[config.mk]
export PLATFORM = sky130hd
export DESIGN_NAME = power_on_reset_boot_status
export DESIGN_NICKNAME = d
export VERILOG_FILES = /design/src/logic/por_boot_pkg.sv /design/src/logic/power_on_reset_boot_status.sv
export SDC_FILE = /design/constraint.sdc
export NUM_CORES = 1
export LEC_CHECK = 0
export BUFFER_PORTS_ARGS = -buffer_cell sky130_fd_sc_hd__buf_2
export CORE_MARGIN = 4
export CORE_UTILIZATION = 38
export CTS_CLUSTER_SIZE = 25
export DETAILED_ROUTE_END_ITERATION = 10
export GPL_ROUTABILITY_DRIVEN = 0
export GPL_TIMING_DRIVEN = 1
export PLACE_DENSITY = 0.68
export SLEW_MARGIN = 20
export SYNTH_ARGS = -nofsm -noshare
export SYNTH_HDL_FRONTEND = slang
export SYNTH_SLANG_ARGS = --single-unit
[constraint.sdc]
create_clock -name core_clk -period 5.91 [get_ports core_clk]
set_clock_uncertainty 0.15 [all_clocks]
set_input_delay 1.773 -clock core_clk [delete_from_list [all_inputs] [get_ports core_clk]]
set_output_delay 1.773 -clock core_clk [all_outputs]
set_load 0.1 [all_outputs]
[src/logic/por_boot_pkg.sv]
// Purpose: constants and types for the power-on reset and boot status block
// Assumes: 100 MHz core_clk, APB register access
// Notes: supply-valid levels arrive already compared against their thresholds
package por_boot_pkg;
   localparam logic [11:0] raw_status_five_boot_addr = 12'hd23; // printed index
   localparam logic [11:0] pin_ctrl_addr = 12'h100;              // pin override register index
   localparam logic [11:0] pin_five_ctrl_addr = 12'h101;         // always-on pin five register
   localparam logic [11:0] soft_reset_addr = 12'h000;            // any write resets once booted
   localparam int boot_flag_bit = 8;
   localparam int pin_ctrl_boot_route_bit = 0; // route boot flag to a general pin
   localparam int pin_ctrl_out_bit = 1;        // general pin one as output
   localparam int pin_ctrl_irq_mask_bit = 2;   // mask boot flag from irq
   localparam int pin_ctrl_dmic_bit = 3;       // dual mic pins in digital function
   localparam logic [3:0] pin_ctrl_reset = 4'h0;
   localparam logic [1:0] pin_five_reset = 2'h0;
   localparam int boot_time_ns = 10000;
   localparam int clk_period_ns = 10;
   localparam logic [15:0] boot_cycles = 16'((boot_time_ns + clk_period_ns - 1) / clk_period_ns);
   typedef enum logic [1:0] {
      st_reset = 2'b00,
      st_boot = 2'b01,
      st_run = 2'b11,
      st_sleep = 2'b10
   } power_state_t;
endpackage

[src/logic/power_on_reset_boot_status.sv]
// Purpose: power-on reset, sleep detection, boot status and pin defaults
// Assumes: supply good inputs synchronous to core_clk; APB slave, word addressed
// Notes: always-on state survives sleep and wake, nothing survives power-on
//
// The APB register port was decided locally.
`timescale 1ns/100ps
module power_on_reset_boot_status
   import por_boot_pkg::*;
(
   input wire logic core_clk, // 100 MHz clock
   input wire logic srst, // synchronous reset, high
   input wire logic clk_en, // freezes all state when low
   input wire logic analog_supply_ok, // analog supply above threshold
   input wire logic io_supply_one_ok, // io supply one above threshold
   input wire logic core_supply_ok, // core supply above threshold
   input wire logic hw_reset_n, // hardware reset pin, low active
   input wire logic control_port_mode_pin, // control port mode level
   input wire logic [13:0] paddr, // apb byte address
   input wire logic psel, // apb select
   input wire logic penable, // apb enable
   input wire logic pwrite, // apb direction
   input wire logic [31:0] pwdata, // apb write data
   output logic [31:0] prdata, // apb read data
   output logic pready, // apb ready
   output logic pslverr, // apb error
   output logic core_reset, // digital core held in reset
   output logic sleep_mode, // device in sleep
   output logic boot_complete_flag, // boot done status
   output logic irq_n, // interrupt request pin level
   output logic general_pin_one_out, // general pin one output value
   output logic general_pin_one_oe, // general pin one drives
   output logic [2:0] general_pins_pd, // pull-downs on general pins one to three
   output logic general_pin_five_pd, // pull-down on general pin five
   output logic general_pin_five_oe, // general pin five drives
   output logic [3:0] jtag_pd, // pull-downs tck tdi tms trst
   output logic regulator_enable_pin_pd, // pull-down on regulator enable
   output logic reset_pin_pu, // pull-up on reset pin
   output logic control_port_select_pin_pd, // pull-down on select pin
   output logic mic_dual_digital // dual mic pins in digital function
);
   typedef struct packed {
      power_state_t state;
      logic powered;
      logic [15:0] count;
      logic flag;
      logic [3:0] pin_ctrl;
      logic [1:0] pin_five;
      logic [31:0] prdata;
      logic pready;
      logic pslverr;
      logic irq_n;
      logic gp1_out;
      logic gp1_oe;
      logic [2:0] gp_pd;
      logic gp5_pd;
      logic gp5_oe;
      logic sel_pd;
      logic dmic;
      logic core_reset;
      logic sleep;
   } state_t;

   state_t s_reg;
   state_t s_next;
   logic [11:0] index;
   logic access;
   logic wr_soft;
   logic supplies_ok;
   logic sleep_cond;

   // word index decode from the byte address
   function automatic logic hit(input logic [11:0] idx);
      return (idx == raw_status_five_boot_addr) || (idx == pin_ctrl_addr) ||
             (idx == pin_five_ctrl_addr) || (idx == soft_reset_addr);
   endfunction

   assign index = paddr[13:2];
   assign access = psel && penable && !s_reg.pready;
   assign supplies_ok = analog_supply_ok && io_supply_one_ok && core_supply_ok;
   assign sleep_cond = analog_supply_ok && io_supply_one_ok && !core_supply_ok;
   // soft reset ignored until booted, so writes before boot cannot cut a boot short
   assign wr_soft = access && pwrite && (index == soft_reset_addr) && (s_reg.state == st_run);

   // next state of the whole block
   always_comb begin
      s_next = s_reg;
      s_next.pready = 1'b0;
      s_next.pslverr = 1'b0;
      case (s_reg.state)
         st_reset: begin
            s_next.flag = 1'b0;
            if (supplies_ok && hw_reset_n) begin
               s_next.state = st_boot;
               s_next.count = 16'h0000;
            end else if (s_reg.powered && sleep_cond) begin
               s_next.state = st_sleep;
            end
         end
         st_boot: begin
            s_next.count = s_reg.count + 16'h0001;
            if (s_reg.count == boot_cycles - 16'h0001) begin
               s_next.state = st_run;
               s_next.flag = 1'b1;
               s_next.powered = 1'b1;
            end
         end
         st_run: begin
            // flag drops with the state so core_reset never shows beside a set flag
            if (wr_soft) begin
               s_next.state = st_reset;
               s_next.flag = 1'b0;
            end
         end
         st_sleep: begin
            s_next.flag = 1'b0;
            if (supplies_ok) begin
               s_next.state = st_boot;
               s_next.count = 16'h0000;
            end
         end
         default: s_next.state = st_reset;
      endcase
      // hardware reset, or core supply drop once powered, leaves boot or run
      if (s_reg.state == st_boot || s_reg.state == st_run) begin
         if (!hw_reset_n) begin
            s_next.state = st_reset;
            s_next.flag = 1'b0;
         end else if (sleep_cond && s_reg.powered) begin
            s_next.state = st_sleep;
            s_next.flag = 1'b0;
         end
      end
      // analog or io one loss always reruns power-on reset, always-on lost too
      if (!analog_supply_ok || !io_supply_one_ok) begin
         s_next.state = st_reset;
         s_next.powered = 1'b0;
         s_next.flag = 1'b0;
         s_next.pin_five = pin_five_reset;
      end
      // pin_ctrl defaults on any reset and on sleep; always-on pin five is kept, only rail loss clears it
      if (s_next.state == st_reset || s_next.state == st_sleep) begin
         s_next.pin_ctrl = pin_ctrl_reset;
      end
      // apb slave: one answer with a single wait state after setup
      if (access) begin
         s_next.pready = 1'b1;
         s_next.pslverr = !hit(index);
         s_next.prdata = 32'h0000_0000;
         if (!pwrite) begin
            if (index == raw_status_five_boot_addr) begin
               s_next.prdata[boot_flag_bit] = s_reg.flag;
            end else if (index == pin_ctrl_addr) begin
               s_next.prdata[3:0] = s_reg.pin_ctrl;
            end else if (index == pin_five_ctrl_addr) begin
               s_next.prdata[1:0] = s_reg.pin_five;
            end
         end else if (s_reg.state == st_run || s_reg.state == st_boot) begin
            // boot sequence writes land here too and override defaults
            if (index == pin_ctrl_addr) begin
               s_next.pin_ctrl = pwdata[3:0];
            end else if (index == pin_five_ctrl_addr) begin
               s_next.pin_five = pwdata[1:0];
            end
         end
      end
      // pin outputs, registered so every output except the fixed pulls comes from a flop
      s_next.core_reset = (s_next.state == st_reset) || (s_next.state == st_sleep);
      s_next.sleep = (s_next.state == st_sleep);
      s_next.irq_n = !(s_next.flag && !s_next.pin_ctrl[pin_ctrl_irq_mask_bit]);
      s_next.gp1_oe = s_next.pin_ctrl[pin_ctrl_out_bit];
      s_next.gp1_out = s_next.pin_ctrl[pin_ctrl_boot_route_bit] && s_next.flag;
      s_next.gp_pd = {3{!s_next.pin_ctrl[pin_ctrl_out_bit]}};
      s_next.gp5_oe = s_next.pin_five[0];
      s_next.gp5_pd = !s_next.pin_five[0];
      s_next.sel_pd = !control_port_mode_pin;
      s_next.dmic = s_next.pin_ctrl[pin_ctrl_dmic_bit];
   end

   // single state register; srst is power-on reset
   always_ff @(posedge core_clk) begin
      if (srst) begin
         s_reg <= '0;
         s_reg.state <= st_reset;
         s_reg.irq_n <= 1'b1;
         s_reg.gp_pd <= 3'h7;
         s_reg.gp5_pd <= 1'b1;
         s_reg.sel_pd <= 1'b1;
         s_reg.core_reset <= 1'b1;
      end else if (clk_en) begin
         s_reg <= s_next;
      end
   end

   assign prdata = s_reg.prdata;
   assign pready = s_reg.pready;
   assign pslverr = s_reg.pslverr;
   assign core_reset = s_reg.core_reset;
   assign sleep_mode = s_reg.sleep;
   assign boot_complete_flag = s_reg.flag;
   assign irq_n = s_reg.irq_n;
   assign general_pin_one_out = s_reg.gp1_out;
   assign general_pin_one_oe = s_reg.gp1_oe;
   assign general_pins_pd = s_reg.gp_pd;
   assign general_pin_five_pd = s_reg.gp5_pd;
   assign general_pin_five_oe = s_reg.gp5_oe;
   assign jtag_pd = 4'hf;
   assign regulator_enable_pin_pd = 1'b1;
   assign reset_pin_pu = 1'b1;
   assign control_port_select_pin_pd = s_reg.sel_pd;
   assign mic_dual_digital = s_reg.dmic;
endmodule // power_on_reset_boot_status

; Word level (Yosys, flattened, before mapping)
; Index checks and enable logic that the tools add are counted.
[word_totals]
inputBits = 57
regBits = 43
[classes]
addsub = 1
reduce_logical = 38
n_eq_ne = 10
mux = 36
[ops]
columns = cell, n
row1 = 16-bit one-hot mux with 3 select lines, 1
row2 = 40-bit two-way mux, 1
row3 = 16-bit two-way mux, 2
row4 = 2-bit two-way mux, 13
row5 = 12-bit by 9-bit == test with 1-bit output (second input constant), 2
row6 = 16-bit by 1-bit adder with 16-bit output (second input constant), 1
row7 = 16-bit by 10-bit == test with 1-bit output (second input constant), 1
row8 = 4-bit two-way mux, 4
row9 = 12-bit == test (second input constant), 1
row10 = 1-bit logical AND, 12
row11 = 12-bit zero test, 1
row12 = 6-bit two-way mux, 2
row13 = 1-bit zero test, 10
row14 = 1-bit two-way mux, 9
row15 = 2-bit one-hot mux with 4 select lines, 1
row16 = 2-bit == test (second input constant), 3
row17 = 1-bit logical OR, 6
row18 = 3-bit two-way mux, 2
row19 = 2-bit zero test, 2
row20 = 2-bit != test (second input constant), 2
row21 = 4-bit AND reduction, 1
row22 = 2-bit nonzero test, 2
row23 = 1-bit one-hot mux with 3 select lines, 1
row24 = 3-bit AND reduction, 1
row25 = other kinds (4), 4

; Depth between registers and ports, before layout
[depth]
ltp_word = 21
ltp_mapped = 6
depth_no_buf = 6

; Least setup slack after synthesis
; Ideal clock, no wire load.
[synth_path]
kind = input to register
start = input port paddr[3]
end = register s_reg (netlist bit general_pin_five_pd)
t_arrival_ns = 3.127
required_time_ns = 5.640
stages = 5
path_slack_ns = 2.512
n_path_buf = 0
setup_ns = 0.120
path_cell_list = or4_4 -> nor4_4 -> and2_4 -> a221oi_2 -> a211o_1
[synth_via]
elab_chain_len = 7
[synth_rtl]
columns = element, line_no
row1 = start: declaration, power_on_reset_boot_status.sv:18  ; input wire logic [13:0] paddr,
row2 = 12-bit by 9-bit == test with 1-bit output, power_on_reset_boot_status.sv:161  ; end else if (index == pin_five_ctrl_addr) begin
row3 = 2-bit two-way mux, power_on_reset_boot_status.sv:161
row4 = 2-bit two-way mux (*), power_on_reset_boot_status.sv:159  ; if (index == pin_ctrl_addr) begin
row5 = 6-bit two-way mux (*), power_on_reset_boot_status.sv:157  ; end else if (s_reg.state == st_run || s_reg.state == st_boot) begin
row6 = 6-bit two-way mux (*), power_on_reset_boot_status.sv:149  ; if (!pwrite) begin
row7 = 40-bit two-way mux (*), power_on_reset_boot_status.sv:145  ; if (access) begin
row8 = 1-bit zero test (*), power_on_reset_boot_status.sv:174  ; s_next.gp5_pd = !s_next.pin_five[0];
row9 = end signal: assignment, power_on_reset_boot_status.sv:190  ; s_reg <= s_next;
row10 = end: declaration, power_on_reset_boot_status.sv:63  ; state_t s_reg;
; Mark *: on every way between the ends. The rest lies on a longest branch, timed or not.
; A chain may end at the register's enable or synchronous reset.

; Worst setup path after layout
[layout_path]
start = input port paddr[3]
end = register s_reg[50] in the netlist's numbering
[layout_via]
elab_chain_len = 16
[layout_rtl]
columns = element, line_no
row1 = 12-bit zero test, power_on_reset_boot_status.sv:82  ; assign wr_soft = access && pwrite && (index == soft_reset_addr) && (s_reg.state == st_run);
row2 = 1-bit logical AND (2 in series), power_on_reset_boot_status.sv:82
row3 = 2-bit two-way mux, power_on_reset_boot_status.sv:109  ; if (wr_soft) begin
row4 = 2-bit one-hot mux with 4 select lines, power_on_reset_boot_status.sv:89  ; case (s_reg.state)
row5 = 2-bit two-way mux, power_on_reset_boot_status.sv:128  ; end else if (sleep_cond && s_reg.powered) begin
row6 = 2-bit two-way mux, power_on_reset_boot_status.sv:125  ; if (!hw_reset_n) begin
row7 = 2-bit two-way mux, power_on_reset_boot_status.sv:124  ; if (s_reg.state == st_boot || s_reg.state == st_run) begin
row8 = 3-bit two-way mux, power_on_reset_boot_status.sv:134  ; if (!analog_supply_ok || !io_supply_one_ok) begin
row9 = 2-bit == test or 2-bit zero test (tied branches), power_on_reset_boot_status.sv:141  ; if (s_next.state == st_reset || s_next.state == st_sleep) begin
row10 = 1-bit logical OR, power_on_reset_boot_status.sv:141
row11 = 4-bit two-way mux, power_on_reset_boot_status.sv:141
row12 = 4-bit two-way mux, power_on_reset_boot_status.sv:159
row13 = 6-bit two-way mux, power_on_reset_boot_status.sv:157
row14 = 6-bit two-way mux, power_on_reset_boot_status.sv:149
row15 = 40-bit two-way mux (*), power_on_reset_boot_status.sv:145
; Marked as above.

==> results.ini <==
[die]
boundaryPins = 110
floorplan.initialDensity = 0.392
die_x_um = 86.4
floorplan.core_area_mm2 = 0.00596
die_area_mm2 = 0.00746
rows = 28
die-height_um = 86.4

[synth]
netlist_instances = 278
total_standard_cell_area_after_synthesis_mm2 = 0.00233
dominant_synthesized_flop_cell = dfxtp_1
yosys-top-cells-area = dfxtp_1, buf_4, nand2_1
syn_avg_cell_area_um2 = 8.39
synthDominantAreaCellType = dfxtp_1
yosys_register_bits = 40
synth-seq-area-share = 0.343
asyncSetResetFlopFracSynth = 0
synth.lib_cells_used.distinct = 52
synth.yosys.warnings = 0
synth_edf_count = 0
synth_top_area_share = 0.343

[placed_design]
placed_cells = 382
dpl_worst_slack_ns = 2.29
port-buffer-count = 46
place.detailed.hpwl_mm = 3.89
placed_area_mm2 = 0.00241

[cts]
tritoncts.num_buffers = 5
postCtsResizedCells = 0
hold_buffers = 0
clock_latency_ns = 0.29
cts.sinks = 40
path_clk_slew_ns = 0.08
postCtsSetupRepairBufs = 0
cts-root-to-sink-buffers = 2
clock_tree.htree_level_count = 2
tritoncts = built
cts.root.buffer_cell = clkbuf_8

[routing]
route.detailed.vias_per_inst = 5.11
post_drt_wl_per_cell_um = 13.0
drtIter0Drc = 117
wire_length_after_detailed_routing_mm = 5.07
met3RoutedLength_um = 344
drtPass1Iterations = 5
wl_met2_mm = 2.43
wl_met1_mm = 2.24
highest_layer = met4
drt.antenna.violating_nets = 0
drt_drc_violations_left = 0
dr_total_vias = 1992

[critical_path]
path_class = input pin to register
timing.rr.end = s_reg[58]$_SDFFE_PP0P_
rrSetupSlack_ns = 3.86
crit_path_required_time_ns = 5.93
critical_path.endpoint_type = register
worst_r2r_startpoint = s_reg[71]$_SDFFE_PP0P_
reg2reg_depth = 5
critical_path.startpoint_type = input pin
arrival_ns = 3.34
worstPathMaxFanout = 7

[timing]
worst_slew_margin_rel = 0.562
maxClockFrequency_mhz = 301
report.final.setup_viol = 0
period_needed_ns = 3.33
final_critical_path_setup_slack_ns = 2.58
tns_ns = 0
rsz_0062_raised_after_global_routing = no
final-hold-violation-count = 0
timing.final.crit_share = 0.563
timing_max_transition_violations_final = 0
worstMarginPinSlew_ns = 0.654

[status]
outcome = completed

[hold_path]
worstHoldStart = prdata[3]$_SDFFE_PP0P_
holdPathStages = 2
end_of_the_worst_hold_path = prdata[3]$_SDFFE_PP0P_
min-delay-path-class = register to register

[layout]
fill_cells = 627
n_antenna_cell = 0
postLayoutCellArea_mm2 = 0.00250
drive_gt1_frac = 0.210
num-nets-final = 372
ff_latch_area_um2 = 801
layout-area-overhead-vs-synth_pct = 7.29
multiInputGateArea_mm2 = 0.00125
finish.cell_count_without_fillers = 390
largest_reg_flops = 25

[global_route]
grt_use_total = 0.140
grt_antenna_before_repair = 0
grt_pass1_wl_mm = 8.43
first_global_vias = 1828
grt_max_degree = 24
global_route.overflow_total = 0

[pwr]
combinationalPowerShare = 0.245
power_report.internal_total_uw = 381
power.switching_fraction = 0.374
irDropWorstVdd_v = 0.000102
seqPwrFrac = 0.449
net-switching-power_uw = 228
finalPower_uw = 609
p_leak_nw = 1.00
pwr_density_cell_mw_per_mm2 = 243
clock_power_share = 0.306

[job]
maxCapViolations = 0

## synth_stat cells (2+ instances only)
library cell and number:
buf_4 41, dfxtp_1 40, nand2_1 30, nor2_1 20, a21oi_1 15, nand3_1 13, xor2_1 10, inv_1 9
nor4_1 7, and3_1 6, nor3_1 6, and4_1 5, clkbuf_1 5, o21ai_0 5, xnor2_1 5, a22oi_1 4
o32ai_1 4, a211oi_1 3, and2_1 3, nand4_1 3, nor4b_1 3, o2111ai_1 3, a21o_1 2, a22o_2 2
a31oi_1 2, a41oi_1 2, conb_1 2, nor2b_1 2, o31ai_1 2, or3_2 2
## per-stage QoR
step / util / hold slack (ns)
after floorplan: - / 0.282
after global routing: 0.420 / 0.332
final: 0.420 / 0.306
after global placement: 0.405 / 0.287
after CTS: 0.420 / 0.308
after detailed placement: 0.405 / 0.296
## layout make-up
class	instances	share of cell area
tap	75	0.0375
timing repair buffer	46	0.0920
clock buffer	7	0.0345
inverter	10	0.0150
clock inverter	1	0.00300
multi-input combinational	211	0.498
sequential	40	0.320
## per-layer routing
| metal | up-vias | GRT usage |
|---|---|---|
| met1 | 928 | 0.176 |
| li1 | 997 | - |
| met2 | 59 | 0.229 |
| met3 | 8 | 0.0399 |
| met5 | - | 0 |
| met4 | 0 | 0.0510 |
## power groups by stage
stage	logic, mW	registers [mW]	clock network (mW)
CTS	0.149	0.273	0.195
floorplan	0.137	0.290	0
global placement	0.148	0.280	0
global route	0.155	0.274	0.208
finish	0.150	0.274	0.186
detailed placement	0.149	0.280	0
## worst max-delay path by stage
stage | depth (start not counted) | slack [ns] | from | end
detailed placement | 6 | 2.29 | paddr[3] | s_reg[50]$_SDFFE_PP0P_
global placement | 6 | 2.29 | paddr[3] | s_reg[50]$_SDFFE_PP0P_
CTS | 6 | 2.60 | paddr[3] | s_reg[50]$_SDFFE_PP0P_
floorplan | 5 | 2.51 | paddr[3] | general_pin_five_pd$_SDFFE_PP1P_
finish | 6 | 2.58 | paddr[3] | s_reg[50]$_SDFFE_PP0P_
global route | 6 | 2.43 | paddr[3] | s_reg[50]$_SDFFE_PP0P_
## placed cells by master (no fill, tap or decap), drive strengths merged, types with 7 or more instances in the layout
cell / n
nor4: 8
nand3: 13
a21oi: 15
conb: 33
xor2: 10
dfxtp: 40
clkbuf: 7
inv: 9
nor2: 20
buf: 46
nand2: 30
## worst max-delay path: stages
cell and delay, ns:
buf_2 0.11, nor4_1 0.40, and4_1 0.41, a21oi_1 0.17
a21oi_1 0.35, o32ai_1 0.12
## cell families (layout without fill, tap and decap cells)
logic type	after synthesis	in the layout	share of synthesized area
AOI/OAI and AO/OA	51	51	0.158
xor gates and xnor gates	15	15	0.0563
adders and majority gates	1	1	0.00536
buffers and inverters	58	64	0.172
DFF	40	40	0.343
muxes	1	1	0.00429
other	2	33	0.00322
and+or+nand+nor	110	110	0.258
No activity file was read; power rests on OpenSTA's default activity.
